File: src/rtl/lfis_pkg.sv
// Constants for the latched fault and interrupt status block.
package lfis_pkg;

    // ----------------------------------------------------------------
    // Register offsets
    // ----------------------------------------------------------------
    localparam logic [7:0] EVENT_SUPPRESS_PRIMARY_OFS = 8'h2f;
    localparam logic [7:0] FAULT_SUPPRESS_OFS         = 8'h32;
    localparam logic [7:0] EVENT_LATCH_PRIMARY_OFS    = 8'h34;
    localparam logic [7:0] OUTPUT1_FAULT_LATCH_OFS    = 8'h38;
    localparam logic [7:0] OUTPUT2_FAULT_LATCH_OFS    = 8'h39;
    localparam logic [7:0] HEADSET_EVENT_LATCH_OFS    = 8'h3a;
    localparam logic [7:0] EVENT_PRESENT_PRIMARY_OFS  = 8'h3c;
    localparam logic [7:0] OUTPUT1_FAULT_PRESENT_OFS  = 8'h40;
    localparam logic [7:0] OUTPUT2_FAULT_PRESENT_OFS  = 8'h41;
    localparam logic [7:0] HEADSET_EVENT_PRESENT_OFS  = 8'h42;

    // ----------------------------------------------------------------
    // Reset values
    // ----------------------------------------------------------------
    localparam logic [1:0] EVENT_SUPPRESS_RST = 2'h3;
    localparam logic [4:0] FAULT_SUPPRESS_RST = 5'h00;
    localparam logic [7:0] REG_ZERO           = 8'h00;

    // ----------------------------------------------------------------
    // Field positions
    // ----------------------------------------------------------------
    localparam int CLK_ERR_BIT    = 7;
    localparam int PLL_LOCK_BIT   = 6;
    localparam int POS_SHORT_BIT  = 7;
    localparam int NEG_SHORT_BIT  = 6;
    localparam int POS_VGND_BIT   = 5;
    localparam int NEG_VGND_BIT   = 4;
    localparam int ADC1_SUPP_BIT  = 3;
    localparam int ADC2_SUPP_BIT  = 2;
    localparam int REG_SUPP_BIT   = 1;
    localparam int REG_SHORT_BIT  = 0;
    localparam int HS_INSERT_BIT  = 3;
    localparam int HS_REMOVE_BIT  = 2;
    localparam int HS_HOOK_BIT    = 1;
    localparam int OUT_SHORT_MBIT = 5;
    localparam int OUT_VGND_MBIT  = 4;

    // ----------------------------------------------------------------
    // Cause indices
    // ----------------------------------------------------------------
    localparam int NCAUSE    = 14;
    localparam int C_CLK_ERR = 0;
    localparam int C_PLL     = 1;
    localparam int C_O1P_SC  = 2;
    localparam int C_O1M_SC  = 3;
    localparam int C_O1P_VG  = 4;
    localparam int C_O1M_VG  = 5;
    localparam int C_O2P_SC  = 6;
    localparam int C_O2M_SC  = 7;
    localparam int C_O2P_VG  = 8;
    localparam int C_O2M_VG  = 9;
    localparam int C_REG_SC  = 10;
    localparam int C_HS_INS  = 11;
    localparam int C_HS_REM  = 12;
    localparam int C_HS_HOOK = 13;

endpackage

File: src/rtl/lfis_latch_if.sv
// Interface between the status top and its sticky flag bank.
`timescale 1ns/1ps
interface lfis_latch_if
    import lfis_pkg::*;
();
    logic [NCAUSE-1:0] evt;
    logic [NCAUSE-1:0] clr;
    logic [NCAUSE-1:0] flag;

    modport owner (output evt, output clr, input flag);
    modport bank  (input evt, input clr, output flag);
endinterface

File: src/rtl/lfis_sticky_bank.sv
// Bank of sticky cause flags, one flip-flop per cause.
`timescale 1ns/1ps
module lfis_sticky_bank
    import lfis_pkg::*;
(
    // Clock and reset
    input wire logic   clk,
    input wire logic   sys_rst,
    // Flag traffic
    lfis_latch_if.bank lat
);

    // ----------------------------------------------------------------
    // Sticky flags
    // ----------------------------------------------------------------
    for (genvar gi = 0; gi < NCAUSE; gi++)
    begin : g_flag
        logic flag_ff;
        always_ff @(posedge clk or posedge sys_rst)
        begin
            if (sys_rst)
                flag_ff <= 1'b0;
            else if (lat.evt[gi])
                flag_ff <= 1'b1;
            else if (lat.clr[gi])
                flag_ff <= 1'b0;
        end
        assign lat.flag[gi] = flag_ff;
    end
endmodule

File: src/rtl/lfis_top.sv
// Latched fault and interrupt status registers with live readback and request.
`timescale 1ns/1ps
module lfis_top
    import lfis_pkg::*;
(
    // Clock and reset
    input  wire logic              clk,
    input  wire logic              sys_rst,
    // Detector levels
    input  wire logic [NCAUSE-1:0] causeRaw,
    // Register port
    input  wire logic [7:0]        regAddr,
    input  wire logic              regWrEn,
    input  wire logic [7:0]        regWrData,
    input  wire logic              regRdEn,
    output logic      [7:0]        regRdData,
    output logic                   regRdValid,
    // Outputs to the rest of the device
    output logic                   irqReq,
    output logic                   adc1OverloadSuppress,
    output logic                   adc2OverloadSuppress
);

    // ----------------------------------------------------------------
    // Declarations
    // ----------------------------------------------------------------
    logic [NCAUSE-1:0] causeMeta_ff;
    logic [NCAUSE-1:0] causeSync_ff;
    logic [1:0]        eventSuppress_ff;
    logic [4:0]        faultSuppress_ff;
    logic              adc1Suppress_ff;
    logic              adc2Suppress_ff;
    logic              regSuppress_ff;
    logic [7:0]        regRdData_ff;
    logic [7:0]        nxt_regRdData;
    logic              regRdValid_ff;
    logic              irqReq_ff;
    logic [NCAUSE-1:0] maskVec;
    logic [NCAUSE-1:0] clrVec;
    logic [NCAUSE-1:0] flagVec;
    logic              rdStrobe;

    lfis_latch_if lat ();

    // ----------------------------------------------------------------
    // Detector synchronisers
    // ----------------------------------------------------------------
    always_ff @(posedge clk or posedge sys_rst)
    begin
        if (sys_rst)
        begin
            causeMeta_ff <= '0;
            causeSync_ff <= '0;
        end
        else
        begin
            causeMeta_ff <= causeRaw;
            causeSync_ff <= causeMeta_ff;
        end
    end

    // ----------------------------------------------------------------
    // Sticky flags and read clears
    // ----------------------------------------------------------------
    assign rdStrobe = regRdEn && !regWrEn;

    always_comb
    begin
        clrVec = '0;
        if (rdStrobe)
        begin
            case (regAddr)
                EVENT_LATCH_PRIMARY_OFS: clrVec[C_PLL:C_CLK_ERR]   = '1;
                OUTPUT1_FAULT_LATCH_OFS: clrVec[C_O1M_VG:C_O1P_SC] = '1;
                OUTPUT2_FAULT_LATCH_OFS: clrVec[C_REG_SC:C_O2P_SC] = '1;
                HEADSET_EVENT_LATCH_OFS: clrVec[C_HS_HOOK:C_HS_INS] = '1;
                default:                 clrVec = '0;
            endcase
        end
    end

    assign lat.evt = causeSync_ff;
    assign lat.clr = clrVec;
    assign flagVec = lat.flag;

    lfis_sticky_bank u_bank (
        .clk     (clk),
        .sys_rst (sys_rst),
        .lat     (lat)
    );

    // ----------------------------------------------------------------
    // Writable suppress bits
    // ----------------------------------------------------------------
    always_ff @(posedge clk or posedge sys_rst)
    begin
        if (sys_rst)
        begin
            eventSuppress_ff <= EVENT_SUPPRESS_RST;
            faultSuppress_ff <= FAULT_SUPPRESS_RST;
            adc1Suppress_ff  <= 1'b0;
            adc2Suppress_ff  <= 1'b0;
            regSuppress_ff   <= 1'b0;
        end
        else if (regWrEn)
        begin
            case (regAddr)
                EVENT_SUPPRESS_PRIMARY_OFS:
                    eventSuppress_ff <= regWrData[CLK_ERR_BIT:PLL_LOCK_BIT];
                FAULT_SUPPRESS_OFS:
                    faultSuppress_ff <= regWrData[OUT_SHORT_MBIT:HS_HOOK_BIT];
                OUTPUT1_FAULT_LATCH_OFS:
                begin
                    adc1Suppress_ff <= regWrData[ADC1_SUPP_BIT];
                    adc2Suppress_ff <= regWrData[ADC2_SUPP_BIT];
                end
                OUTPUT2_FAULT_LATCH_OFS:
                    regSuppress_ff <= regWrData[REG_SUPP_BIT];
                default:
                    regSuppress_ff <= regSuppress_ff;
            endcase
        end
    end

    // ----------------------------------------------------------------
    // Read data
    // ----------------------------------------------------------------
    always_comb
    begin
        nxt_regRdData = REG_ZERO;
        case (regAddr)
            EVENT_SUPPRESS_PRIMARY_OFS:
                nxt_regRdData[CLK_ERR_BIT:PLL_LOCK_BIT] = eventSuppress_ff;
            FAULT_SUPPRESS_OFS:
                nxt_regRdData[OUT_SHORT_MBIT:HS_HOOK_BIT] = faultSuppress_ff;
            EVENT_LATCH_PRIMARY_OFS:
            begin
                nxt_regRdData[CLK_ERR_BIT]  = flagVec[C_CLK_ERR];
                nxt_regRdData[PLL_LOCK_BIT] = flagVec[C_PLL];
            end
            OUTPUT1_FAULT_LATCH_OFS:
            begin
                nxt_regRdData[POS_SHORT_BIT:NEG_VGND_BIT] = {flagVec[C_O1P_SC],
                    flagVec[C_O1M_SC], flagVec[C_O1P_VG], flagVec[C_O1M_VG]};
                nxt_regRdData[ADC1_SUPP_BIT] = adc1Suppress_ff;
                nxt_regRdData[ADC2_SUPP_BIT] = adc2Suppress_ff;
            end
            OUTPUT2_FAULT_LATCH_OFS:
            begin
                nxt_regRdData[POS_SHORT_BIT:NEG_VGND_BIT] = {flagVec[C_O2P_SC],
                    flagVec[C_O2M_SC], flagVec[C_O2P_VG], flagVec[C_O2M_VG]};
                nxt_regRdData[REG_SUPP_BIT]  = regSuppress_ff;
                nxt_regRdData[REG_SHORT_BIT] = flagVec[C_REG_SC];
            end
            HEADSET_EVENT_LATCH_OFS:
            begin
                nxt_regRdData[HS_INSERT_BIT] = flagVec[C_HS_INS];
                nxt_regRdData[HS_REMOVE_BIT] = flagVec[C_HS_REM];
                nxt_regRdData[HS_HOOK_BIT]   = flagVec[C_HS_HOOK];
            end
            EVENT_PRESENT_PRIMARY_OFS:
            begin
                nxt_regRdData[CLK_ERR_BIT]  = causeSync_ff[C_CLK_ERR];
                nxt_regRdData[PLL_LOCK_BIT] = causeSync_ff[C_PLL];
            end
            OUTPUT1_FAULT_PRESENT_OFS:
                nxt_regRdData[POS_SHORT_BIT:NEG_VGND_BIT] = {causeSync_ff[C_O1P_SC],
                    causeSync_ff[C_O1M_SC], causeSync_ff[C_O1P_VG], causeSync_ff[C_O1M_VG]};
            OUTPUT2_FAULT_PRESENT_OFS:
            begin
                nxt_regRdData[POS_SHORT_BIT:NEG_VGND_BIT] = {causeSync_ff[C_O2P_SC],
                    causeSync_ff[C_O2M_SC], causeSync_ff[C_O2P_VG], causeSync_ff[C_O2M_VG]};
                nxt_regRdData[REG_SHORT_BIT] = causeSync_ff[C_REG_SC];
            end
            HEADSET_EVENT_PRESENT_OFS:
            begin
                nxt_regRdData[HS_INSERT_BIT] = causeSync_ff[C_HS_INS];
                nxt_regRdData[HS_REMOVE_BIT] = causeSync_ff[C_HS_REM];
                nxt_regRdData[HS_HOOK_BIT]   = causeSync_ff[C_HS_HOOK];
            end
            default:
                nxt_regRdData = REG_ZERO;
        endcase
    end

    always_ff @(posedge clk or posedge sys_rst)
    begin
        if (sys_rst)
        begin
            regRdData_ff  <= REG_ZERO;
            regRdValid_ff <= 1'b0;
        end
        else
        begin
            regRdValid_ff <= rdStrobe;
            if (rdStrobe)
                regRdData_ff <= nxt_regRdData;
        end
    end

    // ----------------------------------------------------------------
    // Interrupt request
    // ----------------------------------------------------------------
    always_comb
    begin
        maskVec            = '0;
        maskVec[C_CLK_ERR] = eventSuppress_ff[1];
        maskVec[C_PLL]     = eventSuppress_ff[0];
        maskVec[C_O1P_SC]  = faultSuppress_ff[4];
        maskVec[C_O1M_SC]  = faultSuppress_ff[4];
        maskVec[C_O2P_SC]  = faultSuppress_ff[4];
        maskVec[C_O2M_SC]  = faultSuppress_ff[4];
        maskVec[C_O1P_VG]  = faultSuppress_ff[3];
        maskVec[C_O1M_VG]  = faultSuppress_ff[3];
        maskVec[C_O2P_VG]  = faultSuppress_ff[3];
        maskVec[C_O2M_VG]  = faultSuppress_ff[3];
        maskVec[C_REG_SC]  = regSuppress_ff;
        maskVec[C_HS_INS]  = faultSuppress_ff[2];
        maskVec[C_HS_REM]  = faultSuppress_ff[1];
        maskVec[C_HS_HOOK] = faultSuppress_ff[0];
    end

    always_ff @(posedge clk or posedge sys_rst)
    begin
        if (sys_rst)
            irqReq_ff <= 1'b0;
        else
            irqReq_ff <= |(flagVec & ~maskVec);
    end

    assign regRdData            = regRdData_ff;
    assign regRdValid           = regRdValid_ff;
    assign irqReq               = irqReq_ff;
    assign adc1OverloadSuppress = adc1Suppress_ff;
    assign adc2OverloadSuppress = adc2Suppress_ff;
endmodule

File: config.mk
export PLATFORM = sky130hd
export DESIGN_NAME = lfis_top
export DESIGN_NICKNAME = d
export VERILOG_FILES = /design/src/rtl/lfis_pkg.sv /design/src/rtl/lfis_latch_if.sv /design/src/rtl/lfis_sticky_bank.sv /design/src/rtl/lfis_top.sv
export SDC_FILE = /design/constraint.sdc
export NUM_CORES = 1
export LEC_CHECK = 0
export BUFFER_PORTS_ARGS = -buffer_cell sky130_fd_sc_hd__buf_2
export CAP_MARGIN = 5
export CELL_PAD_IN_SITES_DETAIL_PLACEMENT = 0
export CELL_PAD_IN_SITES_GLOBAL_PLACEMENT = 2
export CORE_ASPECT_RATIO = 0.6
export CORE_MARGIN = 1.5
export CORE_UTILIZATION = 39
export DETAILED_ROUTE_END_ITERATION = 16
export PLACE_DENSITY = 0.93
export SYNTH_ARGS = -nofsm -noshare
export SYNTH_HDL_FRONTEND = slang
export SYNTH_SLANG_ARGS = --single-unit
File: constraint.sdc
create_clock -name clk -period 3.3 [get_ports clk]
set_clock_uncertainty 0.05 [all_clocks]
set_input_delay 0.66 -clock clk [delete_from_list [all_inputs] [get_ports clk]]
set_output_delay 0.66 -clock clk [all_outputs]
set_load 0.005 [all_outputs]
==> metrics.cfg <==
[run_status]
status=complete, no violations

[worst_setup_path]
worst-r2r-cell-count=3
cp_num_buf_inv=1
worstSetupPathType=input port to flip-flop
cp-start-kind=input port
endpoint_kind=flip-flop
worstPathArrival_ns=2.38
crit_fanout=14
cpPeakStageDelay_ns=0.59
critPathSlowestCell=nor4b_4
reg2reg_from=u_bank.g_flag[4].flag_ff
crit_family=simple AND/OR/NAND/NOR gates
r2r-end=irqReq
r2r_slack_ns=1.64
path_depth=5
worstPathCellList=buf_2, nand4bb_2, nor4b_4, nand2_1, a21o_1
cp.required_ns=3.49

[routing]
drt_iter0_markers=99
antenna_left=0
wl_per_cell_um=16.45
drtPass1Iterations=6
route.detailed.drc=0
vias=1697
drt-total-wl_mm=5.429
viasPerCell=5.142

[global_routing]
grt_max_degree=48
grt_pass1_wl_mm=8.818
grt_pass1_vias=1625
overflow=0
grt.total_usage_pct=17.97
antenna_found_initial=0

[synthesis]
synth_xor_xnor_area_share_pct=0
async_reset_ff_share_pct=100.0
yosysTopAreaCell=dfrtp_1
synth_nets=227
synth-edff-count=0
synth-simple-area-share_pct=14.27
mappedNetlistArea_um2=2507
ys_ff_latch=62
syn_inst=193
yosysTopAreaCellShare_pct=59.88
ys.flop_type=dfrtp_1
yosysSeqAreaShare_pct=61.98
synth.area.mux_share_pct=8.583
synth_compound_area_share_pct=11.93
ys_warn_count=0
synth_top_family_by_area=simple AND/OR/NAND/NOR gates
synthAdderAreaFrac_pct=0
synth_cell_types=46
synth_area_per_cell_um2=12.99
synth.area.top_cells=dfrtp_1 60%, mux2_2 5.4%, a21o_1 4.2%

[timing]
tightest_slew_ns=0.9399
hold_viol_final=0
finalSetupViolations=0
max_slew_margin_pct=37.25
max_freq_mhz=456.4
grt_setup_unrepaired=no
maxSlewViolCount=0
fin_setup_tns_ns=0
period_minus_slack_ns=2.191
setup_ws_ns=1.109
fin_crit_sh_pct=66.39

[min_path]
hold_depth=0
hold_class=flip-flop to flip-flop
hold_path.startpoint=causeMeta_ff[1]
holdPathEnd=causeSync_ff[1]

[power_and_ir_drop]
vdd_drop_max_mv=0.2831
power_leakage_nw=1.357
p_per_area_nw_per_um2=570.1

[placed_design]
place_worst_setup_slack_ns=0.7651
dp.cells=314
place.gp.congestion=0.8621
place_hpwl_mm=3.903
port-buffer-count=44
placed_cell_area_um2=2796

[cts]
cts_tree=built
clockRootBuffer=clkbuf_8
htree_levels=3
clock_latency_ns=0.35
ctsResizeCount=0
clk_pin_slew_worst_paths_ns=0.06
cts_max_path_buffers=2
postCtsSetupRepairBufs=0
cts_buffers=9
hold_buffers=0
cts_sinks=62

[flow_run]
cap_violations=0

[floorplan]
die-area_um2=6935
fp.dieH_um=65.11
core_um2=6166
boundaryPins=46
die-width_um=106.5
core.rowCount=22
initial_core_util_pct=40.67

[cells_and_area]
syn2layout_area_growth_pct=21.46
stdcell_count=330
final_core_util_pct=49.39
drive_gt1_share_pct=34.55
nets=275
num_antenna_cells=0
fin_area_um2=3045

-- registers in the layout, indices dropped and copies added (netlist names) --
| name | count |
|---|---|
| adc1OverloadSuppress | 1 |
| adc2OverloadSuppress | 1 |
| causeMeta_ff | 14 |
| causeSync_ff | 14 |
| eventSuppress_ff | 2 |
| faultSuppress_ff | 5 |
| irqReq | 1 |
| regRdData | 8 |
| regRdValid | 1 |
| regSuppress_ff | 1 |
| u_bank.g_flag.flag_ff | 14 |
-- cell type report --
class,count,area [um2]
fill,575,3120
timing repair buffer,45,227.7
clock inverter,3,90.09
multi-input combinational,113,872.1
sequential,62,1554
tap,84,105.1
inverter,10,37.54
clock buffer,13,158.9
-- synthesized netlist by cell type (3+ instances only) --
library cell	instances
buf_2	4
nor4_1	7
a21o_1	14
nor3_1	5
mux2i_1	5
nand2_1	10
dfrtp_1	60
a22oi_1	4
nor2_1	10
a32oi_1	3
mux2_2	12
o22ai_1	4
nand2b_1	3
inv_1	10
-- power by group --
part           total (mW)  switching (mW)  internal [mW]  leakage [nW]
Clock               0.834           0.290          0.544         0.124
Sequential          0.806          0.0160          0.790         0.707
Combinational      0.0969          0.0566         0.0403         0.526
Total                1.74           0.363           1.37          1.36
-- layer usage --
metal / vias to the layer above / part of all wire (%) / routed length (um) / track usage [%]
met5: - / 0 / 0 / 0
met4: 0 / 0.74 / 40 / 6.667
met3: 5 / 9.8 / 533 / 8.929
met1: 833 / 51 / 2765 / 26.66
li1: 801 / - / - / -
met2: 58 / 38 / 2090 / 21.77
-- layout by cell type (no fill, tap or decap), drive strengths merged, types with 3 or more instances in the layout --
cell type / count
mux2i: 5
clkbuf: 13
nor3: 5
buf: 45
nand2b: 3
bufinv: 3
nor4: 9
nor2: 12
mux2: 14
o22ai: 4
a21o: 14
a22oi: 4
nand2: 11
a32oi: 3
dfrtp: 60
inv: 10
-- worst max path at each step --
stage | slack (ns) | to | start
finish | 1.11 | u_bank.g_flag[8].flag_ff | regAddr[6]
global route | 1.03 | u_bank.g_flag[8].flag_ff | regAddr[6]
CTS | 1.15 | u_bank.g_flag[8].flag_ff | regAddr[6]
detailed placement | 0.77 | u_bank.g_flag[8].flag_ff | regAddr[6]
global placement | 0.76 | u_bank.g_flag[6].flag_ff | regAddr[6]
floorplan | 1.05 | adc1OverloadSuppress | sys_rst
-- worst register-to-register path, stage by stage, from the launching register on --
cell and delay [ns]:
dfrtp_1 0.40, nor4_1 0.41, o22ai_1 0.13, or4_1 0.54
-- cells by family (layout without fill, tap and decap cells) --
group | Yosys count | in the layout
AO/OA/AOI/OAI | 40 | 40
flip-flops | 62 | 62
AND/OR/NAND/NOR | 54 | 54
multiplexers | 19 | 19
buffers and inverters | 18 | 71
-- through the flow --
step | hold slack [ns] | power [mW]
after global placement | 0.2841 | 0.9158
after floorplan | 0.2812 | 0.8722
after detailed placement | 0.2847 | 0.9181
final | 0.2966 | 1.736
after global routing | 0.3036 | 1.815
after CTS | 0.2978 | 1.755
No activity file was read; power rests on OpenSTA's default activity.
